==> src/cipc_pkg.sv <==
// Constants, types and register map of the core interrupt unit
package cipc_pkg;

  // ****************************************************
  // Sizes
  // ****************************************************
  localparam int NVEC = 32;
  localparam int VW = 5;

  // ****************************************************
  // Register indices (byte address is four times index)
  // ****************************************************
  localparam logic [2:0] IDX_CTRL = 3'h0;
  localparam logic [2:0] IDX_STAT = 3'h1;
  localparam logic [2:0] IDX_PRI = 3'h2;
  localparam logic [2:0] IDX_HVEC = 3'h3;
  localparam logic [2:0] IDX_UNLK = 3'h4;

  // ****************************************************
  // Field positions
  // ****************************************************
  localparam int CTRL_RR = 0;
  localparam int CTRL_CVT = 5;
  localparam int CTRL_VECTOR_PLACEMENT_SELECT = 6;
  localparam int STAT_L0 = 0;
  localparam int STAT_L1 = 1;
  localparam int STAT_NMI = 7;

  // ****************************************************
  // Reset values and keys
  // ****************************************************
  localparam logic [7:0] CTRL_RST = 8'h00;
  localparam logic [7:0] PRI_RST = 8'h00;
  localparam logic [7:0] HVEC_RST = 8'h00;
  localparam logic [7:0] HVEC_NONE = 8'h00;
  localparam logic [7:0] UNLOCK_KEY = 8'h5a;
  localparam logic [2:0] UNLOCK_INSTR = 3'h4;

  // ****************************************************
  // Vector map
  // ****************************************************
  localparam logic [NVEC-1:0] NMI_MASK = 32'h0000_0002;
  localparam logic [NVEC-1:0] RESET_MASK = 32'h0000_0001;
  localparam logic [VW-1:0] FIXED_PTR = 5'h1f;
  localparam logic [7:0] CVT_VEC_NMI = 8'h01;
  localparam logic [7:0] CVT_VEC_L1 = 8'h02;
  localparam logic [7:0] CVT_VEC_L0 = 8'h03;

  // ****************************************************
  // Types
  // ****************************************************
  typedef enum logic [1:0] {
    ST_IDLE = 2'b00,
    ST_OFFER = 2'b01,
    ST_SETTLE = 2'b11
  } cipc_state_e;

  typedef enum logic [1:0] {
    LVL_0 = 2'b00,
    LVL_1 = 2'b01,
    LVL_NMI = 2'b10
  } cipc_level_e;

  typedef struct packed {
    logic req;
    cipc_level_e lvl;
    logic [7:0] vec;
  } cipc_offer_s;

endpackage

==> src/cipc_rot_arb.sv <==
// Rotating-pointer arbiter: search starts one past the pointer
`timescale 1ns/1ps
module cipc_rot_arb import cipc_pkg::*; (
  // Requests, one per vector number
  input wire logic [NVEC-1:0] req,
  input wire logic [VW-1:0] ptr,
  // Result
  output logic found,
  output logic [VW-1:0] win
);

  logic [VW-1:0] idx [NVEC];
  logic [NVEC-1:0] hit;

  // Slot k looks at vector ptr+1+k, wrapping at the table size
  for (genvar k = 0; k < NVEC; k++) begin : g_slot
    assign idx[k] = ptr + VW'(k + 1);
    assign hit[k] = req[idx[k]];
  end

  // First hit in slot order wins; scan from the back so it overrides
  always_comb begin
    found = 1'b0;
    win = '0;
    for (int i = NVEC - 1; i >= 0; i--) begin
      if (hit[i]) begin
        found = 1'b1;
        win = idx[i];
      end
    end
  end

endmodule // cipc_rot_arb

==> src/cipc_core_interrupt_unit.sv <==
// Core interrupt unit: APB registers, level arbitration, core handshake
`timescale 1ns/1ps
module cipc_core_interrupt_unit import cipc_pkg::*; (
  // Clock and reset
  input wire logic pclk,
  input wire logic presetn,
  // APB slave
  input wire logic psel,
  input wire logic penable,
  input wire logic pwrite,
  input wire logic [7:0] paddr,
  input wire logic [31:0] pwdata,
  output logic [31:0] prdata,
  output logic pready,
  output logic pslverr,
  // Peripheral request lines, indexed by vector number
  input wire logic [NVEC-1:0] irq_lines,
  // Processor core side
  input wire logic gie,
  input wire logic instr_done,
  input wire logic int_ack,
  input wire logic return_from_interrupt,
  input wire logic boot_all,
  output cipc_offer_s offer,
  output logic vec_boot_start
);

  // ****************************************************
  // State
  // ****************************************************
  logic rr_q, rr_d, cvt_q, cvt_d, vector_placement_select_q, vector_placement_select_d;
  logic [7:0] pri_q, pri_d, hvec_q, hvec_d;
  logic [2:0] unlk_q, unlk_d;
  logic [31:0] prdata_q, prdata_d;
  logic pready_q, pready_d, pslverr_q, pslverr_d;
  logic place_q, place_d;
  logic nmi_ex_q, nmi_ex_d, l1_ex_q, l1_ex_d, l0_ex_q, l0_ex_d;
  cipc_state_e state_q, state_d;
  cipc_offer_s offer_q, offer_d;
  logic [7:0] win_q, win_d;

  // ****************************************************
  // Bus decode
  // ****************************************************
  logic setup, wr, mapped, rr_load, take;
  logic [2:0] idx;
  logic [31:0] rd_mux;

  assign idx = paddr[4:2];
  assign mapped = (paddr[7:5] == 3'h0) && (idx <= IDX_UNLK);
  assign setup = psel && !penable;
  // Writes commit only on the edge where the access phase sees pready
  assign wr = psel && penable && pready_q && pwrite && mapped;
  // Acknowledge is only meaningful while an offer stands
  assign take = (state_q == ST_OFFER) && int_ack;
  assign rr_load = take && (offer_q.lvl == LVL_0) && rr_q;

  // Read data selection, reserved bits read as zero
  always_comb begin
    rd_mux = '0;
    case (idx)
      IDX_CTRL: begin
        rd_mux[CTRL_RR] = rr_q;
        rd_mux[CTRL_CVT] = cvt_q;
        rd_mux[CTRL_VECTOR_PLACEMENT_SELECT] = vector_placement_select_q;
      end
      IDX_STAT: begin
        rd_mux[STAT_NMI] = nmi_ex_q;
        rd_mux[STAT_L1] = l1_ex_q;
        rd_mux[STAT_L0] = l0_ex_q;
      end
      IDX_PRI: rd_mux[7:0] = pri_q;
      IDX_HVEC: rd_mux[7:0] = hvec_q;
      IDX_UNLK: rd_mux[0] = (unlk_q != 3'h0);
      default: rd_mux = '0;
    endcase
  end

  // ****************************************************
  // Register file and bus answer
  // ****************************************************
  // Answer is prepared in setup so every output is a flop
  always_comb begin
    pready_d = setup;
    pslverr_d = setup && !mapped;
    prdata_d = (setup && !pwrite && mapped) ? rd_mux : 32'h0000_0000;
    rr_d = rr_q;
    cvt_d = cvt_q;
    vector_placement_select_d = vector_placement_select_q;
    pri_d = pri_q;
    hvec_d = hvec_q;
    unlk_d = unlk_q;
    // Window counts down on retired instructions of the core
    if (unlk_q != 3'h0 && instr_done) begin
      unlk_d = unlk_q - 3'h1;
    end
    if (wr && idx == IDX_UNLK) begin
      unlk_d = (pwdata[7:0] == UNLOCK_KEY) ? UNLOCK_INSTR : 3'h0;
    end
    if (wr && idx == IDX_CTRL) begin
      rr_d = pwdata[CTRL_RR];
      if (unlk_q != 3'h0) begin
        cvt_d = pwdata[CTRL_CVT];
        vector_placement_select_d = pwdata[CTRL_VECTOR_PLACEMENT_SELECT];
      end
    end
    if (wr && idx == IDX_HVEC) begin
      hvec_d = pwdata[7:0];
    end
    // Hardware load wins over a software write in the same cycle
    if (rr_load) begin
      pri_d = win_q;
    end else if (wr && idx == IDX_PRI) begin
      pri_d = pwdata[7:0];
    end
    place_d = vector_placement_select_q && !boot_all;
  end

  // Register the configuration and bus answer
  always_ff @(posedge pclk or negedge presetn) begin
    if (!presetn) begin
      rr_q <= CTRL_RST[CTRL_RR];
      cvt_q <= CTRL_RST[CTRL_CVT];
      vector_placement_select_q <= CTRL_RST[CTRL_VECTOR_PLACEMENT_SELECT];
      pri_q <= PRI_RST;
      hvec_q <= HVEC_RST;
      unlk_q <= 3'h0;
      prdata_q <= 32'h0000_0000;
      pready_q <= 1'b0;
      pslverr_q <= 1'b0;
      place_q <= 1'b0;
    end else begin
      rr_q <= rr_d;
      cvt_q <= cvt_d;
      vector_placement_select_q <= vector_placement_select_d;
      pri_q <= pri_d;
      hvec_q <= hvec_d;
      unlk_q <= unlk_d;
      prdata_q <= prdata_d;
      pready_q <= pready_d;
      pslverr_q <= pslverr_d;
      place_q <= place_d;
    end
  end

  assign prdata = prdata_q;
  assign pready = pready_q;
  assign pslverr = pslverr_q;
  assign vec_boot_start = place_q;
  assign offer = offer_q;

  // ****************************************************
  // Request classification
  // ****************************************************
  logic hvec_ok, hi_hit, nmi_found, l0_found;
  logic can_nmi, can_l1, can_l0;
  logic [NVEC-1:0] hsel_mask, nmi_req, l0_req;
  logic [VW-1:0] nmi_win, l0_win;

  // Out-of-range high vectors are treated as no promotion at all
  assign hvec_ok = (hvec_q != HVEC_NONE) && (hvec_q[7:VW] == '0);
  assign hsel_mask = hvec_ok ? (NVEC'(1) << hvec_q[VW-1:0]) : '0;
  assign hi_hit = |(irq_lines & hsel_mask & ~NMI_MASK);
  assign nmi_req = irq_lines & NMI_MASK;
  assign l0_req = irq_lines & ~NMI_MASK & ~RESET_MASK & ~hsel_mask;
  // Non-maskable ignores global enable; level 1 ignores level 0 running
  assign can_nmi = !nmi_ex_q;
  assign can_l1 = gie && !nmi_ex_q && !l1_ex_q;
  assign can_l0 = gie && !nmi_ex_q && !l1_ex_q && !l0_ex_q;

  // Non-maskable sources are fixed: the lowest number always wins
  cipc_rot_arb u_nmi_arb (
    .req(nmi_req),
    .ptr(FIXED_PTR),
    .found(nmi_found),
    .win(nmi_win)
  );

  // Both normal modes rotate from the pointer; only its update differs
  cipc_rot_arb u_l0_arb (
    .req(l0_req),
    .ptr(pri_q[VW-1:0]),
    .found(l0_found),
    .win(l0_win)
  );

  // ****************************************************
  // Offer sequencing and execution status
  // ****************************************************
  always_comb begin
    state_d = state_q;
    offer_d = offer_q;
    win_d = win_q;
    nmi_ex_d = nmi_ex_q;
    l1_ex_d = l1_ex_q;
    l0_ex_d = l0_ex_q;
    // Return clears only the innermost running level
    if (return_from_interrupt) begin
      if (nmi_ex_q) begin
        nmi_ex_d = 1'b0;
      end else if (l1_ex_q) begin
        l1_ex_d = 1'b0;
      end else begin
        l0_ex_d = 1'b0;
      end
    end
    case (state_q)
      ST_IDLE, ST_OFFER: begin
        if (take) begin
          case (offer_q.lvl)
            LVL_NMI: nmi_ex_d = 1'b1;
            LVL_1: l1_ex_d = 1'b1;
            default: l0_ex_d = 1'b1;
          endcase
          offer_d.req = 1'b0;
          state_d = ST_SETTLE;
        end else if (nmi_found && can_nmi) begin
          offer_d.req = 1'b1;
          offer_d.lvl = LVL_NMI;
          win_d = {{(8 - VW){1'b0}}, nmi_win};
          offer_d.vec = cvt_q ? CVT_VEC_NMI : win_d;
          state_d = ST_OFFER;
        end else if (hi_hit && can_l1) begin
          offer_d.req = 1'b1;
          offer_d.lvl = LVL_1;
          win_d = hvec_q;
          offer_d.vec = cvt_q ? CVT_VEC_L1 : hvec_q;
          state_d = ST_OFFER;
        end else if (l0_found && can_l0) begin
          offer_d.req = 1'b1;
          offer_d.lvl = LVL_0;
          win_d = {{(8 - VW){1'b0}}, l0_win};
          offer_d.vec = cvt_q ? CVT_VEC_L0 : win_d;
          state_d = ST_OFFER;
        end else begin
          offer_d.req = 1'b0;
          state_d = ST_IDLE;
        end
      end
      // One quiet cycle lets the new status gate the next choice
      ST_SETTLE: state_d = ST_IDLE;
      default: begin
        state_d = ST_IDLE;
        offer_d = '0;
      end
    endcase
  end

  // Status bits change only through entry and return
  always_ff @(posedge pclk or negedge presetn) begin
    if (!presetn) begin
      state_q <= ST_IDLE;
      offer_q <= '0;
      win_q <= 8'h00;
      nmi_ex_q <= 1'b0;
      l1_ex_q <= 1'b0;
      l0_ex_q <= 1'b0;
    end else begin
      state_q <= state_d;
      offer_q <= offer_d;
      win_q <= win_d;
      nmi_ex_q <= nmi_ex_d;
      l1_ex_q <= l1_ex_d;
      l0_ex_q <= l0_ex_d;
    end
  end
endmodule // cipc_core_interrupt_unit

==> config.mk <==
export PLATFORM = sky130hd
export DESIGN_NAME = cipc_core_interrupt_unit
export DESIGN_NICKNAME = d
export VERILOG_FILES = /design/src/cipc_pkg.sv /design/src/cipc_rot_arb.sv /design/src/cipc_core_interrupt_unit.sv
export SDC_FILE = /design/constraint.sdc
export NUM_CORES = 1
export LEC_CHECK = 0
export BUFFER_PORTS_ARGS = -buffer_cell sky130_fd_sc_hd__buf_2
export CORE_ASPECT_RATIO = 0.8
export CORE_MARGIN = 3
export CORE_UTILIZATION = 50
export DETAILED_ROUTE_END_ITERATION = 10
export PLACE_DENSITY = 0.71
export SKIP_LAST_GASP = 1
export SYNTH_ARGS = -nofsm -noshare
export SYNTH_HDL_FRONTEND = slang
export SYNTH_SLANG_ARGS = --single-unit
==> constraint.sdc <==
create_clock -name pclk -period 6.4 [get_ports pclk]
set_input_delay 0.64 -clock pclk [delete_from_list [all_inputs] [get_ports pclk]]
set_output_delay 0.64 -clock pclk [all_outputs]
set_load 0.01 [all_outputs]
; Word-level counts from Yosys, hierarchy flattened
; Index checks and enable logic that the tools add are counted.
[totals]
elab_cells = 323
in_bits = 82
reg_bits = 57
output_inout_bits = 46
[op_classes]
n_eq_ne = 11
n_addsub = 32
n_shift = 1
mux = 175
magnitude_cmp = 33
n_reduce_logical = 48
bitwise = 5
[op_table]
columns = op, n
row1 = $lt 5x6->1 const B, 32
row2 = $mux 5, 34
row3 = $bmux 1 s5, 32
row4 = $mux 1, 86
row5 = $add 5x5->5 const B, 16
row6 = $and 32x32->32, 2
row7 = $mux 8, 7
row8 = $add 5x4->5 const B, 8
row9 = $mux 32, 1
row10 = $not 32->32, 1
row11 = $shl 1x5->32 const A, 1
row12 = $reduce_or 31->1, 1
row13 = $logic_and 1x1->1, 25
row14 = $mux 11, 2
row15 = $pmux 11 s2, 1
row16 = $add 5x3->5 const B, 4
row17 = $mux 10, 2
row18 = $add 5x2->5 const B, 2
row19 = $logic_not 3->1, 3
row20 = $mux 3, 3
row21 = $eq 8x7->1 const B, 1
row22 = $reduce_bool 8->1, 1
row23 = $logic_not 1->1, 7
row24 = $eq 3x2->1 const B, 2
row25 = other kinds (21), 31

; Logic depth before layout (Yosys ltp)
[logic_depth]
depth_word = 45
ltp_mapped = 22
mapped_depth_nobuf = 14

; Modules after synthesis
; A second synthesis with hierarchy kept.
[hier_totals]
cells_unflattened = 1718
area_unflattened_um2 = 15051.9
[modules_own_cells]
columns = module, area_per_inst_um2, instances, cells_each, seq_area_each_um2
row1 = cipc_rot_arb (u_nmi_arb), 5863.1, 1, 674, 0.0
row2 = cipc_rot_arb (u_l0_arb), 5536.6, 1, 658, 0.0
row3 = cipc_core_interrupt_unit, 3652.3, 1, 386, 1426.4

; Worst setup path after synthesis
; No wires, ideal clock.
[synth_path]
path_kind = register to register
start = reg pri_q[0]
end = reg win_q[2]
t_arrival_ps = 5239
synth_period_minus_slack_ps = 5363
slack_ps = 1037
stages_incl_launch_ff = 20
t_required_ps = 6275
cell_sequence = dfrtp_1 clkbuf_1 buf_2 buf_1 inv_1 clkbuf_1 ha_1 clkbuf_1 xnor2_1 o41ai_1 mux2i_1 or4b_2 nand4_1 and2_1 clkbuf_1 nand4_1 or4b_4 o31ai_4 buf_6 mux2_2
[synth_via]
elab_chain_cells = 37
word_cells_on_any_way = 165
classes_between = add/sub: 31 / mux: 131 / reduce/logical: 3
[synth_rtl]
columns = item, line_no
row1 = "start, declared", cipc_core_interrupt_unit.sv:32  ; logic [7:0] pri_q, pri_d, hvec_q, hvec_d;
row2 = "start signal, assigned", cipc_core_interrupt_unit.sv:136  ; pri_q <= pri_d;
row3 = $add 5x5->5 / $bmux 1 s5 (equally long branches), "cipc_rot_arb.sv:17, cipc_rot_arb.sv:18"
row4 = $bmux 1 s5 / $mux 1 (equally long branches), cipc_rot_arb.sv:18  ; assign hit[k] = req[idx[k]];
row5 = "$mux 1 (not written as such), or another cell as far along", cipc_rot_arb.sv:18
row6 = $mux 1 / $mux 5 (equally long branches) (31 in a row), cipc_rot_arb.sv:26  ; if (hit[i]) begin
row7 = $logic_and 1x1->1 / $mux 8 (equally long branches), cipc_core_interrupt_unit.sv:229  ; end else if (l0_found && can_l0) begin
row8 = $reduce_bool 3->1 (no source line) / $mux 8 (equally long branches), n/a
row9 = $reduce_and 3->1 (no source line) / $mux 8 (equally long branches), n/a
row10 = "end signal, assigned", cipc_core_interrupt_unit.sv:261  ; win_q <= win_d;
row11 = "end, declared", cipc_core_interrupt_unit.sv:40  ; logic [7:0] win_q, win_d;
; Several ways; a longest one is shown, not always the timed one. The select of a mux whose other input is x is not followed.
; A chain may end at the register's enable or synchronous reset.

; Final worst setup path
[layout_path]
start = reg pri_q[1]
end = reg win_q[2]
; Same word-level chain as after synthesis.

==> summary.txt <==
Outcome
  • Status: complete, no violations

STA
  • Tcrit/Tclk final: 0.9052
  • RSZ-0062 raised after global routing: false
  • FMAX: 172.6 MHz
  • Final min period: approximately 5.8 ns
  • Final hold violation count: 0
  • Final Max Tran Viols: 0
  • Least-Margin Pin Slew: 1.263 ns
  • Setup violations, final: 0
  • Max_slew headroom: 0.1517
  • Worst Skew: 0.005271 ns
  • Setup TNS: 0 ns

Worst setup path
  • Crit path capture type: register
  • CP max FO: 18
  • Reg2reg setup slack: just over 0.6 ns
  • R2r worst-path depth: 12
  • Critical-path top delay cell: or4b_2
  • Slowest cell delay on critical path: between 0.7 and 0.8 ns
  • Critical Path Start Type: register
  • Worst r2r src: pri_q[1]
  • Cell mode on critical path: nand4_1
  • Reg-to-Reg End: win_q[2]
  • Arrival time worst endpoint: 6.00 ns
  • Worst path cell trace: inv_1 -> ha_1 -> xnor2_1 -> o41ai_1 -> mux2i_1 -> or4b_2 -> nand4_1 -> and2_1 -> nand4_1 -> or4b_4 -> o31ai_4 -> mux2_2
  • WP data required: 6.60 ns
  • Critical path class: register to register

Drt
  • Drt pass-1 iters: 6
  • Vias per cell: 7.193
  • DRT Wirelength: ~38 mm
  • WL per Instance: 25.11 um
  • Via count: 10,980
  • DRC Markers: 0
  • Antenna-violating nets left: 0
  • Drt initial violations: ~2,000

Synthesis
  • Sequential share of the synthesized area: 0.1519
  • Synth Warn #: 0
  • Mapped Cells: ~1,200
  • Register bit total from synthesis: 57
  • Main flop type after synthesis: dfrtp_1
  • Syn avg cell area: 7.682 um2
  • Async SR Flop Fraction: 1.000
  • Post-synthesis cell type count: 94
  • Mapped cell area: 9388 um2
  • Number of synthesized flops with an enable pin: 0

Finish
  • Synthesis-to-finish area growth: 10.46%
  • Final core occ: 0.5674
  • Most frequent cells in the layout: 119 x nand2_1, 99 x nor2_1, 76 x buf_2, 63 x a21oi_1, 56 x mux2i_1
  • Fraction of final layout cells sized beyond drive strength 1: 0.1830
  • Antenna diode count: 0
  • Final net count: 1,367
  • Fillers: 1,720
  • Commonest non-fill, non-tap cell in the layout: nand2_1
  • Post-route insts no fill: between 1,500 and 2,000

Placement
  • IO Port Bufs: 76
  • Post-DP HPWL: 28.75 mm
  • Placed cell count: 1,511
  • Gpl congestion: between 1 and 1.5

Clock network
  • Number of setup buffers added after CTS: 0
  • CTS sink cnt: 57
  • Clk slew on worst S/H paths: 0.05 ns
  • Longest Clk Path Bufs: 2
  • Clk root buf: clkbuf_16
  • Clock insertion delay at the later pin of the skew report: 0.32 ns
  • Number of buffers created by CTS: 9
  • Hold_buf cts: 0
  • H-Tree Depth: 3
  • CTS tree: done
  • # resized after CTS: 0

Floorplan
  • Die X-Extent: 159.2 um
  • Die area: 20,470 um2
  • Initial core utilization: 0.5136
  • Rows: 44
  • I/O pin count: about 130
  • Die height: 128.6 um
  • Core Footprint: 18,280 um2

Global routing
  • Total Routing Usage GR: 0.3592
  • GRT Residual Overflow: 0
  • Largest net degree at the start of global routing: 58
  • Vias in the first global route: 9,730
  • Initial antenna violation count: 0
  • First-pass GRT wire length: 58.21 mm

Power and ir drop
  • PwrDens: 330.6 nW/um2
  • Leak: 4.182 nW
  • Max VDD drop: approximately 0.18 mV

Worst hold path
  • HP Class: input port to async pin

Job
  • MaxCap Viol Count: 0
[power breakdown]
| part | switching, mW | internal (mW) | total, mW |
|---|---|---|---|
| Clock | 0.163 | 0.360 | 0.523 |
| Combinational | 1.57 | 0.862 | 2.43 |
| Sequential | 0.0564 | 0.418 | 0.474 |
[metal layers]
layer | GRT usage | vias up | routed length [um] | share of wire
met3 | 0.1091 | 105 | 6088 | 0.16
met4 | 0.1071 | 0 | 1245 | 0.032
met2 | 0.5189 | 898 | 15530 | 0.41
met5 | 0 | - | 0 | 0
li1 | - | 4818 | - | -
met1 | 0.5167 | 5156 | 15450 | 0.40
[through the flow]
stage          total power [mW]  cell area, um2  setup slack (ns)  hold slack, ns
2_1_floorplan             2.072            9474             1.037          0.3444
3_3_place_gp              2.753           10040             1.025          0.4739
3_5_place_dp              2.769           10040            0.9498          0.4758
4_1_cts                   3.313           10370            0.9174          0.4502
5_1_grt                   3.595           10370            0.4283          0.4682
6_report                  3.428           10370            0.6068          0.4486
[flip-flops by register name, summed over array words and instances, names as in the netlist, 2 cells and up]
name     cells
state_q      2
hvec_q       8
prdata       8
offer       11
pri_q        8
unlk_q       3
win_q        8
[worst max-delay path by stage]
stage,end,from,cells after the start
CTS,win_q[2],pri_q[1],12
finish,win_q[2],pri_q[1],12
global route,offer[1],hvec_q[0],13
floorplan,win_q[2],pri_q[0],19
detailed placement,win_q[2],pri_q[1],12
global placement,win_q[2],pri_q[1],12
[cells by family (layout without fill, tap and decap cells)]
| family | count (synthesis) | after routing | share of synthesized area |
|---|---|---|---|
| compound gates | 401 | 401 | 0.3165 |
| xor+xnor | 49 | 49 | 0.05171 |
| fa+ha+maj | 16 | 16 | 0.02132 |
| buf+inv | 146 | 174 | 0.07104 |
| flops | 57 | 57 | 0.1519 |
| mux | 108 | 108 | 0.1475 |
| other cells | 1 | 24 | 0.0003995 |
| simple gates | 444 | 444 | 0.2395 |
[cell type report]
type | instances | area, um2 | share of cell area
sequential | 57 | 1429 | 0.1378
clock inverter | 4 | 76.32 | 0.007360
clock buffer | 11 | 252.7 | 0.02437
timing repair buffer | 128 | 770.7 | 0.07432
multi-input combinational | 1042 | 7408 | 0.7144
tap | 253 | 316.6 | 0.03053
inverter | 31 | 116.4 | 0.01122
[critical path: cells and delay by family (launching register included)]
family,cells,cell delay (ns)
DFF,1,0.70
and+or+nand+nor,5,2.11
muxes,2,0.86
xor gates and xnor gates,1,0.17
adders and majority gates,1,0.50
buffers and inverters,1,0.13
AOI/OAI and AO/OA,2,1.18
[cell usage after synthesis (9+ instances only)]
| master | instances | area share |
|---|---|---|
| nand3_1 | 41 | 0.022 |
| a221oi_1 | 33 | 0.031 |
| inv_1 | 28 | 0.011 |
| and2_1 | 20 | 0.013 |
| a31oi_1 | 22 | 0.015 |
| clkbuf_1 | 74 | 0.030 |
| a21oi_1 | 63 | 0.034 |
| dfrtp_1 | 57 | 0.15 |
| a22oi_1 | 12 | 0.0096 |
| mux2i_1 | 56 | 0.060 |
| buf_1 | 12 | 0.0048 |
| mux2_2 | 30 | 0.036 |
| xnor2_1 | 37 | 0.035 |
| buf_4 | 24 | 0.019 |
| nand2b_1 | 19 | 0.013 |
| o2111ai_1 | 9 | 0.0084 |
| nand2_1 | 119 | 0.048 |
| a22o_1 | 14 | 0.013 |
| o211ai_1 | 28 | 0.022 |
| or2_2 | 13 | 0.0087 |
| a41oi_1 | 11 | 0.010 |
| nand4_1 | 23 | 0.015 |
| nor3_1 | 30 | 0.016 |
| o31ai_1 | 16 | 0.013 |
| ha_1 | 16 | 0.021 |
| o21ai_0 | 46 | 0.025 |
| mux4_2 | 21 | 0.050 |
| nor2b_1 | 11 | 0.0073 |
| and3_1 | 13 | 0.0087 |
| nor4_1 | 11 | 0.0073 |
| a211oi_1 | 23 | 0.018 |
| nor2_1 | 99 | 0.040 |
No activity file was read; power rests on OpenSTA's default activity.
